### src/core/dscp_map_pkg.sv
// Summary of operation
// [RQ1] priority comes from tos byte bits 7:2, for ipv4 and ipv6 alike
// [RQ2] the six-bit code is fully decoded into 64 selections, one field each
// [RQ3] frame priority equals the 2-bit field selected by the decoded code
// [RQ4] index 0x90 holds codes 0x00..0x03 in bits 1:0, 3:2, 5:4, 7:6
// [RQ5] each next index holds the next four codes, ascending from bits 1:0
// [RQ6] index 0x98 holds codes 0x20..0x23, code 0x20 in bits 1:0
// [RQ7] every field is read/write and resets to 00, so priority starts at zero
// [RQ8] indexes 0x99..0x9F continue the layout for codes 0x24..0x3F
// [RQ9] mapping applies only to ip frames; result is a 2-bit priority level
package dscp_map_pkg;
	localparam int unsigned ADDR_W = 12;
	localparam int unsigned DATA_W = 32;
	localparam int unsigned BYTE_SEL_W = 2;
	localparam int unsigned IDX_W = ADDR_W - BYTE_SEL_W;
	localparam int unsigned TOS_W = 8;
	localparam int unsigned CODE_LSB = 2;
	localparam int unsigned CODE_W = 6;
	localparam int unsigned NUM_CODES = 64;
	localparam int unsigned PRIO_W = 2;
	localparam int unsigned FIELDS_PER_REG = 4;
	localparam int unsigned FIELD_SEL_W = 2;
	localparam int unsigned MAP_REG_W = 8;
	localparam int unsigned NUM_MAP_REGS = 16;
	localparam int unsigned MAP_SEL_W = 4;
	localparam int unsigned TABLE_W = NUM_CODES * PRIO_W;
	localparam int unsigned CNT_W = 16;
	// register indexes; byte address is four times the index
	localparam logic [IDX_W-1:0] IDX_MAP_CODES_00_03 = 10'h090;
	localparam logic [IDX_W-1:0] IDX_MAP_CODES_04_07 = 10'h091;
	localparam logic [IDX_W-1:0] IDX_MAP_CODES_08_0B = 10'h092;
	localparam logic [IDX_W-1:0] IDX_MAP_CODES_0C_0F = 10'h093;
	localparam logic [IDX_W-1:0] IDX_MAP_CODES_10_13 = 10'h094;
	localparam logic [IDX_W-1:0] IDX_MAP_CODES_14_17 = 10'h095;
	localparam logic [IDX_W-1:0] IDX_MAP_CODES_18_1B = 10'h096;
	localparam logic [IDX_W-1:0] IDX_MAP_CODES_1C_1F = 10'h097;
	localparam logic [IDX_W-1:0] IDX_MAP_CODES_20_23 = 10'h098;
	localparam logic [IDX_W-1:0] IDX_MAP_CODES_3C_3F = 10'h09F;
	localparam logic [IDX_W-1:0] IDX_MAP_STATUS = 10'h0C0;
	localparam logic [IDX_W-1:0] IDX_FRAME_COUNTS = 10'h0C1;
	localparam logic [MAP_REG_W-1:0] MAP_RST = 8'h00;
	localparam logic [PRIO_W-1:0] PRIO_NON_IP = 2'h0;
	// status and count word layout
	localparam int unsigned ST_CODE_LSB = 0;
	localparam int unsigned ST_PRIO_LSB = 8;
	localparam int unsigned ST_IP_BIT = 12;
	localparam int unsigned CNT_NON_IP_LSB = 16;
endpackage : dscp_map_pkg

### src/core/dscp_map_if.sv
`timescale 1ns/10ps
interface dscp_map_if;
	logic [dscp_map_pkg::TABLE_W-1:0] map_bits;
	logic [dscp_map_pkg::CODE_W-1:0] code;
	logic [dscp_map_pkg::NUM_CODES-1:0] sel_onehot;
	logic [dscp_map_pkg::PRIO_W-1:0] prio;
	modport table_side (output map_bits, output code, input sel_onehot, input prio);
	modport lookup (input map_bits, input code, output sel_onehot, output prio);
endinterface : dscp_map_if

### src/core/dscp_code_select.sv
`timescale 1ns/10ps
module dscp_code_select (
	dscp_map_if.lookup lk // mapping table in, decoded priority out
);
	function automatic logic [dscp_map_pkg::NUM_CODES-1:0] decode_code(
		input logic [dscp_map_pkg::CODE_W-1:0] c
	);
		logic [dscp_map_pkg::NUM_CODES-1:0] v;
		v = '0;
		v[c] = 1'b1;
		return v;
	endfunction : decode_code

	logic [dscp_map_pkg::NUM_CODES-1:0] onehot;
	logic [dscp_map_pkg::PRIO_W-1:0] prio_acc;

	assign onehot = decode_code(lk.code); // RQ2
	assign lk.sel_onehot = onehot;

	// and-or select keeps the path flat instead of a 64-way mux tree
	always_comb begin
		prio_acc = '0;
		for (int i = 0; i < dscp_map_pkg::NUM_CODES; i++) begin
			if (onehot[i]) begin
				prio_acc = prio_acc | lk.map_bits[i*dscp_map_pkg::PRIO_W +: dscp_map_pkg::PRIO_W]; // RQ3
			end
		end
	end

	assign lk.prio = prio_acc;
endmodule : dscp_code_select

### src/core/dscp_priority_mapper.sv
`timescale 1ns/10ps
module dscp_priority_mapper (
	input wire logic pclk, // clock, 100 MHz
	input wire logic presetn, // async reset, active low
	input wire logic psel, // apb select
	input wire logic penable, // apb access phase
	input wire logic pwrite, // apb direction, 1 = write
	input wire logic [dscp_map_pkg::ADDR_W-1:0] paddr, // apb byte address
	input wire logic [dscp_map_pkg::DATA_W-1:0] pwdata, // apb write data
	input wire logic [3:0] pstrb, // apb write byte strobes
	output logic [dscp_map_pkg::DATA_W-1:0] prdata, // apb read data
	output logic pready, // apb ready, zero wait
	output logic pslverr, // apb error on unmapped address
	input wire logic hdr_valid, // parser presents a header this cycle
	input wire logic hdr_is_ip, // header is ipv4 or ipv6
	input wire logic [dscp_map_pkg::TOS_W-1:0] hdr_tos, // tos / traffic class byte
	output logic prio_valid, // priority valid, one-cycle pulse
	output logic [dscp_map_pkg::PRIO_W-1:0] prio, // frame priority level
	output logic prio_mapped // priority came from the table
);
	function automatic logic is_map_idx(input logic [dscp_map_pkg::IDX_W-1:0] idx);
		return (idx >= dscp_map_pkg::IDX_MAP_CODES_00_03) &&
			(idx <= dscp_map_pkg::IDX_MAP_CODES_3C_3F);
	endfunction : is_map_idx

	function automatic logic [dscp_map_pkg::PRIO_W-1:0] map_field(
		input logic [dscp_map_pkg::MAP_REG_W-1:0] r,
		input logic [dscp_map_pkg::FIELD_SEL_W-1:0] s
	);
		return r[s*dscp_map_pkg::PRIO_W +: dscp_map_pkg::PRIO_W];
	endfunction : map_field

	dscp_map_if u_if ();

	logic [dscp_map_pkg::MAP_REG_W-1:0] map_ff [dscp_map_pkg::NUM_MAP_REGS];
	logic [dscp_map_pkg::DATA_W-1:0] prdata_ff;
	logic prio_valid_ff;
	logic [dscp_map_pkg::PRIO_W-1:0] prio_ff;
	logic prio_mapped_ff;
	logic [dscp_map_pkg::CODE_W-1:0] last_code_ff;
	logic [dscp_map_pkg::CNT_W-1:0] ip_cnt_ff;
	logic [dscp_map_pkg::CNT_W-1:0] non_ip_cnt_ff;
	logic [dscp_map_pkg::CNT_W-1:0] nxt_ip_cnt;
	logic [dscp_map_pkg::CNT_W-1:0] nxt_non_ip_cnt;
	logic [dscp_map_pkg::PRIO_W-1:0] nxt_prio;

	// bus decode
	wire [dscp_map_pkg::IDX_W-1:0] reg_idx = paddr[dscp_map_pkg::ADDR_W-1:dscp_map_pkg::BYTE_SEL_W];
	wire [dscp_map_pkg::MAP_SEL_W-1:0] map_sel = reg_idx[dscp_map_pkg::MAP_SEL_W-1:0];
	wire aligned = (paddr[dscp_map_pkg::BYTE_SEL_W-1:0] == '0);
	wire setup_ph = psel && !penable;
	wire access_ph = psel && penable;
	wire map_hit = aligned && is_map_idx(reg_idx);
	wire status_hit = aligned && (reg_idx == dscp_map_pkg::IDX_MAP_STATUS);
	wire counts_hit = aligned && (reg_idx == dscp_map_pkg::IDX_FRAME_COUNTS);
	wire any_hit = map_hit || status_hit || counts_hit;
	// registers are one byte wide, so only lane 0 carries a write
	wire map_wr = access_ph && pwrite && map_hit && pstrb[0];

	wire [dscp_map_pkg::DATA_W-1:0] status_word =
		(dscp_map_pkg::DATA_W'(last_code_ff) << dscp_map_pkg::ST_CODE_LSB) |
		(dscp_map_pkg::DATA_W'(prio_ff) << dscp_map_pkg::ST_PRIO_LSB) |
		(dscp_map_pkg::DATA_W'(prio_mapped_ff) << dscp_map_pkg::ST_IP_BIT);
	wire [dscp_map_pkg::DATA_W-1:0] counts_word =
		(dscp_map_pkg::DATA_W'(non_ip_cnt_ff) << dscp_map_pkg::CNT_NON_IP_LSB) |
		dscp_map_pkg::DATA_W'(ip_cnt_ff);

	logic [dscp_map_pkg::DATA_W-1:0] rd_word;
	always_comb begin
		if (map_hit) begin
			rd_word = dscp_map_pkg::DATA_W'(map_ff[map_sel]); // RQ7
		end else if (status_hit) begin
			rd_word = status_word;
		end else if (counts_hit) begin
			rd_word = counts_word;
		end else begin
			rd_word = '0;
		end
	end

	assign pready = 1'b1;
	assign pslverr = access_ph && !any_hit;
	assign prdata = prdata_ff;

	// read data is captured in the setup phase so prdata comes from a flop
	always_ff @(posedge pclk or negedge presetn) begin
		if (!presetn) begin
			prdata_ff <= '0;
		end else if (setup_ph) begin
			prdata_ff <= pwrite ? '0 : rd_word;
		end
	end

	// mapping table: index low nibble picks the byte, fields ascend from bit 0
	always_ff @(posedge pclk or negedge presetn) begin
		if (!presetn) begin
			for (int i = 0; i < dscp_map_pkg::NUM_MAP_REGS; i++) begin
				map_ff[i] <= dscp_map_pkg::MAP_RST; // RQ7
			end
		end else if (map_wr) begin
			map_ff[map_sel] <= pwdata[dscp_map_pkg::MAP_REG_W-1:0]; // RQ4 RQ5 RQ6 RQ8
		end
	end

	// flatten the table: code n lives at bits 2n+1:2n
	for (genvar g = 0; g < dscp_map_pkg::NUM_MAP_REGS; g++) begin : g_flat
		assign u_if.map_bits[g*dscp_map_pkg::MAP_REG_W +: dscp_map_pkg::MAP_REG_W] = map_ff[g];
	end

	assign u_if.code = hdr_tos[dscp_map_pkg::TOS_W-1:dscp_map_pkg::CODE_LSB]; // RQ1

	dscp_code_select u_sel (
		.lk (u_if)
	);

	// non-ip frames bypass the table and take the fixed level
	assign nxt_prio = hdr_is_ip ? u_if.prio : dscp_map_pkg::PRIO_NON_IP; // RQ3 RQ9
	assign nxt_ip_cnt = ip_cnt_ff + dscp_map_pkg::CNT_W'(1);
	assign nxt_non_ip_cnt = non_ip_cnt_ff + dscp_map_pkg::CNT_W'(1);

	always_ff @(posedge pclk or negedge presetn) begin
		if (!presetn) begin
			prio_valid_ff <= 1'b0;
			prio_ff <= dscp_map_pkg::PRIO_NON_IP;
			prio_mapped_ff <= 1'b0;
			last_code_ff <= '0;
		end else begin
			prio_valid_ff <= hdr_valid;
			if (hdr_valid) begin
				prio_ff <= nxt_prio; // RQ9
				prio_mapped_ff <= hdr_is_ip; // RQ9
				last_code_ff <= u_if.code;
			end
		end
	end

	// counters wrap; software takes differences between two reads
	always_ff @(posedge pclk or negedge presetn) begin
		if (!presetn) begin
			ip_cnt_ff <= '0;
			non_ip_cnt_ff <= '0;
		end else if (hdr_valid && hdr_is_ip) begin
			ip_cnt_ff <= nxt_ip_cnt;
		end else if (hdr_valid) begin
			non_ip_cnt_ff <= nxt_non_ip_cnt;
		end
	end

	assign prio_valid = prio_valid_ff;
	assign prio = prio_ff;
	assign prio_mapped = prio_mapped_ff;

	logic post_rst_ff;
	always_ff @(posedge pclk or negedge presetn) begin
		if (!presetn) begin
			post_rst_ff <= 1'b1;
		end else begin
			post_rst_ff <= 1'b0;
		end
	end

	// independent reference: byte by tos[7:4], field by tos[3:2]
	wire [dscp_map_pkg::PRIO_W-1:0] ref_prio =
		map_field(map_ff[hdr_tos[dscp_map_pkg::TOS_W-1:dscp_map_pkg::TOS_W-dscp_map_pkg::MAP_SEL_W]],
			hdr_tos[dscp_map_pkg::CODE_LSB+dscp_map_pkg::FIELD_SEL_W-1:dscp_map_pkg::CODE_LSB]);
endmodule : dscp_priority_mapper

### config.mk
export PLATFORM = sky130hd
export DESIGN_NAME = dscp_priority_mapper
export DESIGN_NICKNAME = d
export VERILOG_FILES = /design/src/core/dscp_map_pkg.sv /design/src/core/dscp_map_if.sv /design/src/core/dscp_code_select.sv /design/src/core/dscp_priority_mapper.sv
export SDC_FILE = /design/constraint.sdc
export NUM_CORES = 1
export LEC_CHECK = 0
export BUFFER_PORTS_ARGS = -buffer_cell sky130_fd_sc_hd__buf_2
export CORE_MARGIN = 10
export CORE_UTILIZATION = 50
export CTS_BUF_LIST = sky130_fd_sc_hd__clkbuf_4 sky130_fd_sc_hd__clkbuf_8
export CTS_CLUSTER_SIZE = 24
export DETAILED_ROUTE_END_ITERATION = 10
export GPL_ROUTABILITY_DRIVEN = 0
export PLACE_DENSITY_LB_ADDON = 0.05
export SLEW_MARGIN = 10
export SYNTH_ARGS = -nofsm -noshare
export SYNTH_HDL_FRONTEND = slang
export SYNTH_HIERARCHICAL = 1
export SYNTH_SLANG_ARGS = --single-unit
export TNS_END_PERCENT = 10
### constraint.sdc
create_clock -name pclk -period 1.6 [get_ports pclk]
set_input_delay 0.08 -clock pclk [delete_from_list [all_inputs] [get_ports pclk]]
set_output_delay 0.08 -clock pclk [all_outputs]
set_load 0.03 [all_outputs]
## Word-level counts from Yosys, hierarchy flattened

Index checks and enable logic that the tools add are counted.

| word-level totals | value |
|---|---|
| output and inout port bits | 38 |
| bits of input ports | 63 |
| logic and storage cells | 197 |
| register bits after elaboration | 202 |

| cells by class | value |
|---|---|
| $add $sub $neg | 2 |
| equality and inequality tests | 2 |
| reductions and logical operators | 19 |
| bitwise operators | 68 |
| magnitude comparators | 6 |
| muxes and demuxes | 77 |

Operators by type and width:

| cell | number |
|---|---|
| 2-to-1 mux 2 bit | 65 |
| bitwise mux 128 bit | 1 |
| 2-to-1 mux 32 bit | 4 |
| OR 2 bit | 63 |
| adder 16 x 1 -> 16 bit (second input constant) | 2 |
| binary-select mux 8 bit (select 4 bit) | 1 |
| demux 8 bit (select 4 bit) | 1 |
| OR 32 x 16 -> 32 bit | 1 |
| 2-to-1 mux 8 bit | 3 |
| equality test 10 x 8 -> 1 bit (second input constant) | 2 |
| logical AND 1 bit | 13 |
| OR 10 x 13 -> 13 bit | 1 |
| >= comparator 10 x 8 -> 1 bit (second input constant) | 1 |
| less-or-equal comparator 10 x 8 -> 1 bit (second input constant) | 1 |
| OR 6 x 10 -> 10 bit | 1 |
| < comparator 6 x 7 -> 1 bit (second input constant) | 1 |
| demux 1 bit (select 6 bit) | 1 |
| >= comparator 6 x 1 -> 1 bit (second input constant) | 1 |
| >= comparator 5 bit (second input constant) | 1 |
| < comparator 5 x 1 -> 1 bit (second input constant) | 1 |
| NOT 4 -> 5 bit | 1 |
| logical NOT 1 bit | 2 |
| logical NOT 2 bit | 1 |
| logical OR 1 bit | 2 |
| other kinds (3) | 3 |

## Longest topological paths before layout

Gate-level depths: netlist (run 1).

| depth | value |
|---|---|
| depth after elaboration | 132 |
| depth in mapped cells | 10 |
| depth with buffers taken out | 7 |

## Cells and area by module

Netlist (run 1), hierarchy kept.

Modules (own cells, without submodules):

| module | cells each | instances | sequential area each (um^2) | area each (um^2) |
|---|---|---|---|---|
| dscp_priority_mapper | 635 | 1 | 5054.8 | 9196.3 |
| dscp_code_select | 299 | 1 | 0.0 | 1805.5 |

## Least setup slack after synthesis (run 1)

Ideal clock, no wire load.

| timing path | value |
|---|---|
| path kind | input -> register |
| from | input port paddr[3] (netlist bit) |
| to | register map_ff[16] (netlist bit) |
| stages on the path | 4 |
| setup time | 125 ps |
| data required time | 1475 ps |
| setup slack | -166 ps |
| buffers on the path | 1 |
| arrival time | 1641 ps |
| path through | clkdlybuf4s50_2 -> nand4b_1 -> nor2_2 -> mux2_2 |

| between the ends | value |
|---|---|
| longest elaborated chain between the ends | 6 |
| elaborated cells on any way between the ends | 13 |
| classes of those cells | order compare (4); mux (3); bitwise (1); reduce/logical (5) |

Ends and longest elaborated chain:

| item | RTL line | text |
|---|---|---|
| from (decl) | dscp_priority_mapper.sv:8 | `input wire logic [dscp_map_pkg::ADDR_W-1:0] paddr,` |
| NOT 4 -> 5 bit (not written as such) | dscp_priority_mapper.sv:101 | `map_ff[map_sel] <= pwdata[dscp_map_pkg::MAP_REG_W-1:0];` |
| >= comparator 5 bit (not written as such) or < comparator 5 x 1 -> 1 bit (tied branches) | dscp_priority_mapper.sv:101 |  |
| logical AND 1 bit (not written as such) | dscp_priority_mapper.sv:101 |  |
| 2-to-1 mux 8 bit (not written as such) | dscp_priority_mapper.sv:101 |  |
| demux 8 bit (select 4 bit) | dscp_priority_mapper.sv:101 |  |
| bitwise mux 128 bit | dscp_priority_mapper.sv:101 |  |
| to (signal, indexed assignment) | dscp_priority_mapper.sv:98 | `map_ff[i] <= dscp_map_pkg::MAP_RST;` |
| to (signal, indexed assignment) | dscp_priority_mapper.sv:101 |  |
| to (decl) | dscp_priority_mapper.sv:35 | `logic [dscp_map_pkg::MAP_REG_W-1:0] map_ff [dscp_map_pkg::NUM_MAP_REGS];` |

Several ways; a longest one is shown, not always the timed one.
A chain may end at the register's enable or synchronous reset.

## Worst setup path after layout (run 1)

| timing path | value |
|---|---|
| from | register map_ff[54] (netlist bit) |
| to | register prio_ff (netlist bit prio[0]) |

| between the ends | value |
|---|---|
| longest elaborated chain between the ends | 51 |

Ends and longest elaborated chain:

| item | RTL line | text |
|---|---|---|
| OR 2 bit * | dscp_code_select.sv:25 | `prio_acc = prio_acc \| lk.map_bits[i*dscp_map_pkg::PRIO_W +: dscp_map_pkg::PRIO_W];` |
| 2-to-1 mux 2 bit * | dscp_code_select.sv:24 | `if (onehot[i]) begin` |
| OR 2 bit | dscp_code_select.sv:25 |  |
| 2-to-1 mux 2 bit * | dscp_code_select.sv:24 |  |
| OR 2 bit | dscp_code_select.sv:25 |  |
| 2-to-1 mux 2 bit * | dscp_code_select.sv:24 |  |
| OR 2 bit | dscp_code_select.sv:25 |  |
| 2-to-1 mux 2 bit * | dscp_code_select.sv:24 |  |
| [... 36 more ...] | n/a |  |
| OR 2 bit | dscp_code_select.sv:25 |  |
| 2-to-1 mux 2 bit * | dscp_code_select.sv:24 |  |
| OR 2 bit | dscp_code_select.sv:25 |  |
| 2-to-1 mux 2 bit * | dscp_code_select.sv:24 |  |
| OR 2 bit | dscp_code_select.sv:25 |  |
| 2-to-1 mux 2 bit * | dscp_code_select.sv:24 |  |
| net u_if.prio (one bit) | dscp_map_if.sv:6 | `logic [dscp_map_pkg::PRIO_W-1:0] prio;` |
| 2-to-1 mux 2 bit * | dscp_priority_mapper.sv:117 | `assign nxt_prio = hdr_is_ip ? u_if.prio : dscp_map_pkg::PRIO_NON_IP;` |
| to (signal assigned) | dscp_priority_mapper.sv:124 | `prio_ff <= dscp_map_pkg::PRIO_NON_IP;` |
| to (signal assigned) | dscp_priority_mapper.sv:130 | `prio_ff <= nxt_prio;` |
| to (decl) | dscp_priority_mapper.sv:38 | `logic [dscp_map_pkg::PRIO_W-1:0] prio_ff;` |

Mark *: on every way through the listed nets, which the timed path passes. The rest lies on a longest branch.

==> impl_results.md, run 1 <==
- Hold path start: pwdata[4]
- Post-route DRC: 0
- FF-to-FF Start: map_ff[54]
- Critical Path AT: 2.12 ns
- Hold Path Class: in2reg
- Initial antenna violation count: 0
- Worst setup SP type: flip-flop
- Share of layout cells above drive strength 1: 0.491
- Vias/cell: 6.26
- Fin. Hold Viols: 0
- Min Hold Slack: 0.0572 ns
- Core Area: 21100 sq um
- Final WS setup: -0.112 ns
- P_sw: 3.00 mW
- Worst setup path start: map_ff[54]
- First-pass GRT wire length: 52800 um
- Ant diodes: 0
- Mean Syn Cell Area: 12.4 sq um
- Drt pass-1 iters: 5
- Clock buffer depth: 3
- Synthesized net count: 928
- Reg power frac: 0.470
- Reg2Reg Setup Slack: -0.11 ns
- Post-Syn Area: 10700 sq um
- Fin crit period: 1.71 ns
- Die Ht: 166 um
- Clock power share: 0.406
- VDD IR max: 0.000499 V
- Clk_lat worst skew: 0.54 ns
- Max frequency: 584 MHz
- Finish-stage setup viols: 3
- Layout net count: 1128
- Routed vias: 8496
- Status: complete, but fails checks
- Post-Route Skew: 0.0181 ns
- Root Buffer Master: clkbuf_8
- CTS tree: built
- Pin count of the biggest net entering global routing: 51
- PwrDens: 857 nW/um^2
- Syn Inst Count: 863
- Rel. slew slack: 0.547
- CP endpoint kind: flip-flop
- Wirelength, routed: 33200 um
- Failing checks: setup timing
- Crit share post-route: 1.07
- DR iter-0 viols: 847
- H-tree lvl count: 2
- Row cnt: 53
- Pint: 8.46 mW
- R2R cell count: 7
- Num Clock Sinks: 202
- Final-report max-slew violation count: 0
- WP data required: 2.01 ns
- Number of global-route vias before repair: 8925
- Die width: 166 um
- Sw frac: 0.262
- Boundary Pins: 101
- Port buffer count: 70
- R2R Path End: prio[0]
- Leak: 6.37 nW
- Synth warn: 6
- Initial Utilization: 0.508
- CTS Buf Count: 36
- RSZ-0062 raised after global routing: true
- Syn-to-layout area delta: 24.7%
- Clock-pin slew on the worst setup and hold paths: 0.06 ns
- Gate power share: 0.123
- Overflow after GRT: 0
- Worst-margin pin slew: 0.677 ns
- Die area: 27700 sq um
- Gr usage total: 0.237
- Max Cap Viol: 0
- Hpwl dp: 24700 um
- Crit path max fanout: 2
- Average wire per standard cell: 24.5 um
- TNS Setup: -0.198 ns
- Post-route ant nets: 0
- Crit path capture: prio[0]
- Critical path class: reg2reg
-- state kept, by name, indices dropped and copies added, names as in the netlist --
signal	cells
prio	2
ip_cnt_ff	16
map_ff	128
prdata	32
last_code_ff	6
non_ip_cnt_ff	16
prio_mapped	1
prio_valid	1
-- cells in the final DEF, fill, tap and decap left out, types with 4 or more instances in the layout --
master / n
mux2_4: 4
dlygate4sd3_1: 4
nor3_1: 8
o211ai_1: 12
xnor2_1: 19
clkbuf_8: 40
o21ai_0: 6
o32ai_1: 4
a22oi_1: 18
nand2_1: 28
a32oi_1: 7
a22o_2: 20
a21oi_1: 4
buf_12: 22
nor4_1: 4
inv_1: 10
buf_4: 131
nor2_1: 17
mux4_2: 31
o22ai_1: 4
clkbuf_4: 15
mux2i_1: 21
and3b_1: 7
nor2_2: 10
mux2_1: 4
dfrtp_1: 202
nor2b_1: 12
nor2_4: 4
nand4_1: 25
nand3b_1: 13
mux2_2: 150
nand3_1: 47
and3_1: 15
buf_2: 69
nand2b_1: 4
nor3b_1: 10
xor2_1: 11
-- timing repair --
item / CTS / global route
endpoints found under the hold margin: 206 / 0
resized for setup: 9 / 16
pin swaps: 5 / 9
buffers inserted: 0 / 1
setup endpoints to repair: 9 / 17
cloned: 0 / 0
hold buffers: 4 / 0
-- worst min-delay path by stage --
stage	to	slack, ns	cells after the start
finish	map_ff[36]	0.06	2
global route	map_ff[20]	0.05	2
CTS	map_ff[36]	0.02	2
detailed placement	prdata[11]	0.08	1
global placement	prdata[11]	0.07	1
floorplan	ip_cnt_ff[0]	-0.22	0
-- cell type report --
class | count | area, sq um
clock buffers | 54 | 649
clock inverters | 3 | 20.0
fillers | 1655 | 7720
inverters | 10 | 37.5
multi-input cells | 585 | 5430
flip-flops and latches | 202 | 5050
well taps | 275 | 344
repair buffers | 228 | 1830
-- worst max-delay path, stage by stage (launching register included) --
cell and delay [ns]:
dfrtp_1 0.41, and3_1 0.20, a31oi_1 0.16, o22ai_1 0.10, a222oi_1 0.35, nand4_1 0.17
nand3_1 0.11, o21ai_0 0.08
-- power groups by stage --
stage	Combinational (mW)	Sequential, mW	Clock [mW]
6_report	1.41	5.39	4.66
5_1_grt	1.53	5.40	4.99
4_1_cts	1.41	5.39	4.76
3_5_place_dp	1.39	5.47	0
3_3_place_gp	1.34	5.46	0
2_1_floorplan	0.591	5.51	0
-- metrics by stage --
step                utilization  total power, mW  instances  instance area (sq um)  setup WS [ns]
floorplan                     -             6.10        863                  10800        -0.0933
global placement          0.595             6.79       1295                  12500         -0.240
detailed placement        0.595             6.86       1295                  12500         -0.304
CTS                       0.630             11.6       1356                  13300        -0.0684
global route              0.634             11.9       1357                  13400         -0.182
finish                    0.634             11.5       1357                  13400         -0.112
-- metal layers --
| layer | wire length (um) | share of wire | GRT usage |
|---|---|---|---|
| met1 | 13900 | 0.42 | 0.315 |
| met2 | 15800 | 0.48 | 0.378 |
| met3 | 2410 | 0.072 | 0.0466 |
| met4 | 1080 | 0.033 | 0.0806 |
| met5 | 0 | 0 | 0 |
(Power assumes the default switching activity.)
==> inputs of run 2 (changes only) <==
--- a/constraint.sdc
+++ b/constraint.sdc
@@ -3,2 +3,2 @@
 set_output_delay 0.08 -clock pclk [all_outputs]
-set_load 0.03 [all_outputs]
+set_load 0.1 [all_outputs]
==> impl_results.md, run 2 (synthesis gave the netlist of run 1 again) <==
- Status: complete, but fails checks (unchanged)
- Failing checks: setup timing (unchanged)
- Clock buffer depth: 3 (unchanged)
- Rel. slew slack: 0.592 (was 0.547)
- Max frequency: 572 MHz (was 584 MHz)
- VDD IR max: 0.000580 V (was 0.000499 V)
- Wirelength, routed: 33100 um (was 33200 um)
- CP endpoint kind: flip-flop (unchanged)
- Syn-to-layout area delta: 26.6% (was 24.7%)
- Critical Path AT: 2.18 ns (was 2.12 ns)
- H-tree lvl count: 2 (unchanged)
- Fin crit period: 1.75 ns (was 1.71 ns)
- Crit-path cells: and3_1, o211ai_1, nand4_1, nor4_2, nand4_1, nand3_1, o21ai_0 (was and3_1, a31oi_1, o22ai_1, a222oi_1, nand4_1, nand3_1, o21ai_0)
- FF-to-FF Start: map_ff[5] (was map_ff[54])
- Placed inst area: 12600 sq um (was 12500 sq um)
- Post-route DRC: 0 (unchanged)
- Worst setup SP type: flip-flop (unchanged)
- First-pass GRT wire length: 52700 um (was 52800 um)
- Gr usage total: 0.235 (was 0.237)
- Port buffer count: 70 (unchanged)
- Root Buffer Master: clkbuf_8 (unchanged)
- Pwr Total: 11.9 mW (was 11.5 mW)
- CP max-delay cell: dfrtp_1 (unchanged)
- Crit path max fanout: 3 (was 2)
- Drt pass-1 iters: 6 (was 5)
- Overflow after GRT: 0 (unchanged)
- Worst setup path start: map_ff[5] (was map_ff[54])
- Worst-margin pin slew: 0.611 ns (was 0.677 ns)
- Final Core Density: 0.643 (was 0.634)
- DR iter-0 viols: 687 (was 847)
- Pin count of the biggest net entering global routing: 55 (was 51)
- CTS tree: built (unchanged)
- Final WS setup: -0.147 ns (was -0.112 ns)
- CP peak stage delay: 0.41 ns (about the same)
- FILL cells: 1672 (was 1655)
- Most flops, register: map_ff (unchanged)
- Average wire per standard cell: 24.2 um (was 24.5 um)
- TNS Setup: -0.367 ns (was -0.198 ns)
- Hold path start: pwdata[0] (was pwdata[4])
- Row cnt: 53 (unchanged)
- Dpl ws: -0.380 ns (was -0.304 ns)
- Leak: 6.46 nW (was 6.37 nW)
- WP data required: 2.04 ns (was 2.01 ns)
- Die width: 166 um (unchanged)
- Min Hold Slack: 0.0399 ns (was 0.0572 ns)
- Routed vias: 8457 (was 8496)
- Top Family by Delay on Critical Path: simple AND/OR/NAND/NOR gates (was compound AO/OA/AOI/OAI gates)
- Die area: 27700 sq um (unchanged)
- Critical path class: reg2reg (unchanged)
- Post-placement cell count: 1298 (was 1295)
- Ant diodes: 0 (unchanged)
- CTS Buf Count: 36 (unchanged)
- Fin. Hold Viols: 0 (unchanged)
- WP buf/inv: 0 (unchanged)
- Hold Path Class: in2reg (unchanged)
- PwrDens: 879 nW/um^2 (was 857 nW/um^2)
- Post-route ant nets: 0 (unchanged)
- Number of global-route vias before repair: 9058 (was 8925)
- Clk_lat worst skew: 0.55 ns (was 0.54 ns)
- RSZ-0062 raised after global routing: true (unchanged)
- Most frequent cells in the layout: dfrtp_1, mux2_2, buf_4, buf_2, nand3_1 (unchanged)
- Num Clock Sinks: 202 (unchanged)
- Crit share post-route: 1.09 (was 1.07)
- Boundary Pins: 101 (unchanged)
- Core Area: 21100 sq um (unchanged)
- Initial antenna violation count: 0 (unchanged)
- Final cell count without fillers: 1371 (was 1357)
- Max FFs per register: 128 (unchanged)
- Share of layout cells above drive strength 1: 0.502 (was 0.491)
- Worst path most repeated cell: nand4_1
- Layout net count: 1137 (was 1128)
- Hpwl dp: 24800 um (was 24700 um)
- Clock-pin slew on the worst setup and hold paths: 0.06 ns (about the same)
- Most common cell after layout, fill and taps aside: dfrtp_1 (unchanged)
- Final-report max-slew violation count: 0 (unchanged)
- Initial Utilization: 0.508 (unchanged)
- Finish-stage setup viols: 4 (was 3)
- Post-Route Skew: 0.0257 ns (was 0.0181 ns)
- Vias/cell: 6.17 (was 6.26)
- Max Cap Viol: 0 (unchanged)
- Die Ht: 166 um (unchanged)
- Final Instance Area: 13600 sq um (was 13400 sq um)
[run 2: final timing paths]
| path | endpoint | slack, ns | depth (start not counted) |
|---|---|---|---|
| hold / removal | map_ff[120] | 0.04 | 2 |
| setup / recovery | prio[1] | -0.15 | 7 |
| max in group asynchronous | map_ff[77] | 0.90 | 3 |
| min in group asynchronous | prdata[11] | 0.07 | 2 |
| hold reg to reg | prdata[9] | 0.48 | 2 |
| setup reg to reg | prio[1] | -0.15 | 7 |
[run 2: area by class of cell]
| class | count | area [sq um] | area share |
|---|---|---|---|
| flip-flops and latches | 202 | 5050 | 0.373 |
| well taps | 275 | 344 | 0.0254 |
| multi-input cells | 585 | 5450 | 0.402 |
| repair buffers | 237 | 1920 | 0.142 |
| clock buffers | 55 | 688 | 0.0507 |
| inverters | 10 | 37.5 | 0.00277 |
| clock inverters | 7 | 72.6 | 0.00535 |
[run 2: routing by layer]
layer  GRT usage  vias up  part of all wire
li1            -     3697                 -
met1       0.308     4356              0.42
met2       0.379      325              0.48
met3      0.0388       79             0.060
met4      0.0985        0             0.038
met5           0        -                 0
[run 2: power breakdown]
group          leakage [nW]  internal, mW  switching [mW]  total [mW]
clock                 0.404          2.92            2.19        5.10
combinational          3.29         0.602           0.809        1.41
sequential             2.77          5.27           0.132        5.41
[run 2: what timing repair did]
| item | CTS | global route |
|---|---|---|
| pin swaps | 15 | 5 |
| buffers inserted | 7 | 0 |
| hold buffers | 4 | 0 |
| setup endpoints to repair | 6 | 16 |
| gates resized for setup | 19 | 14 |
| hold endpoints to repair | 208 | 0 |
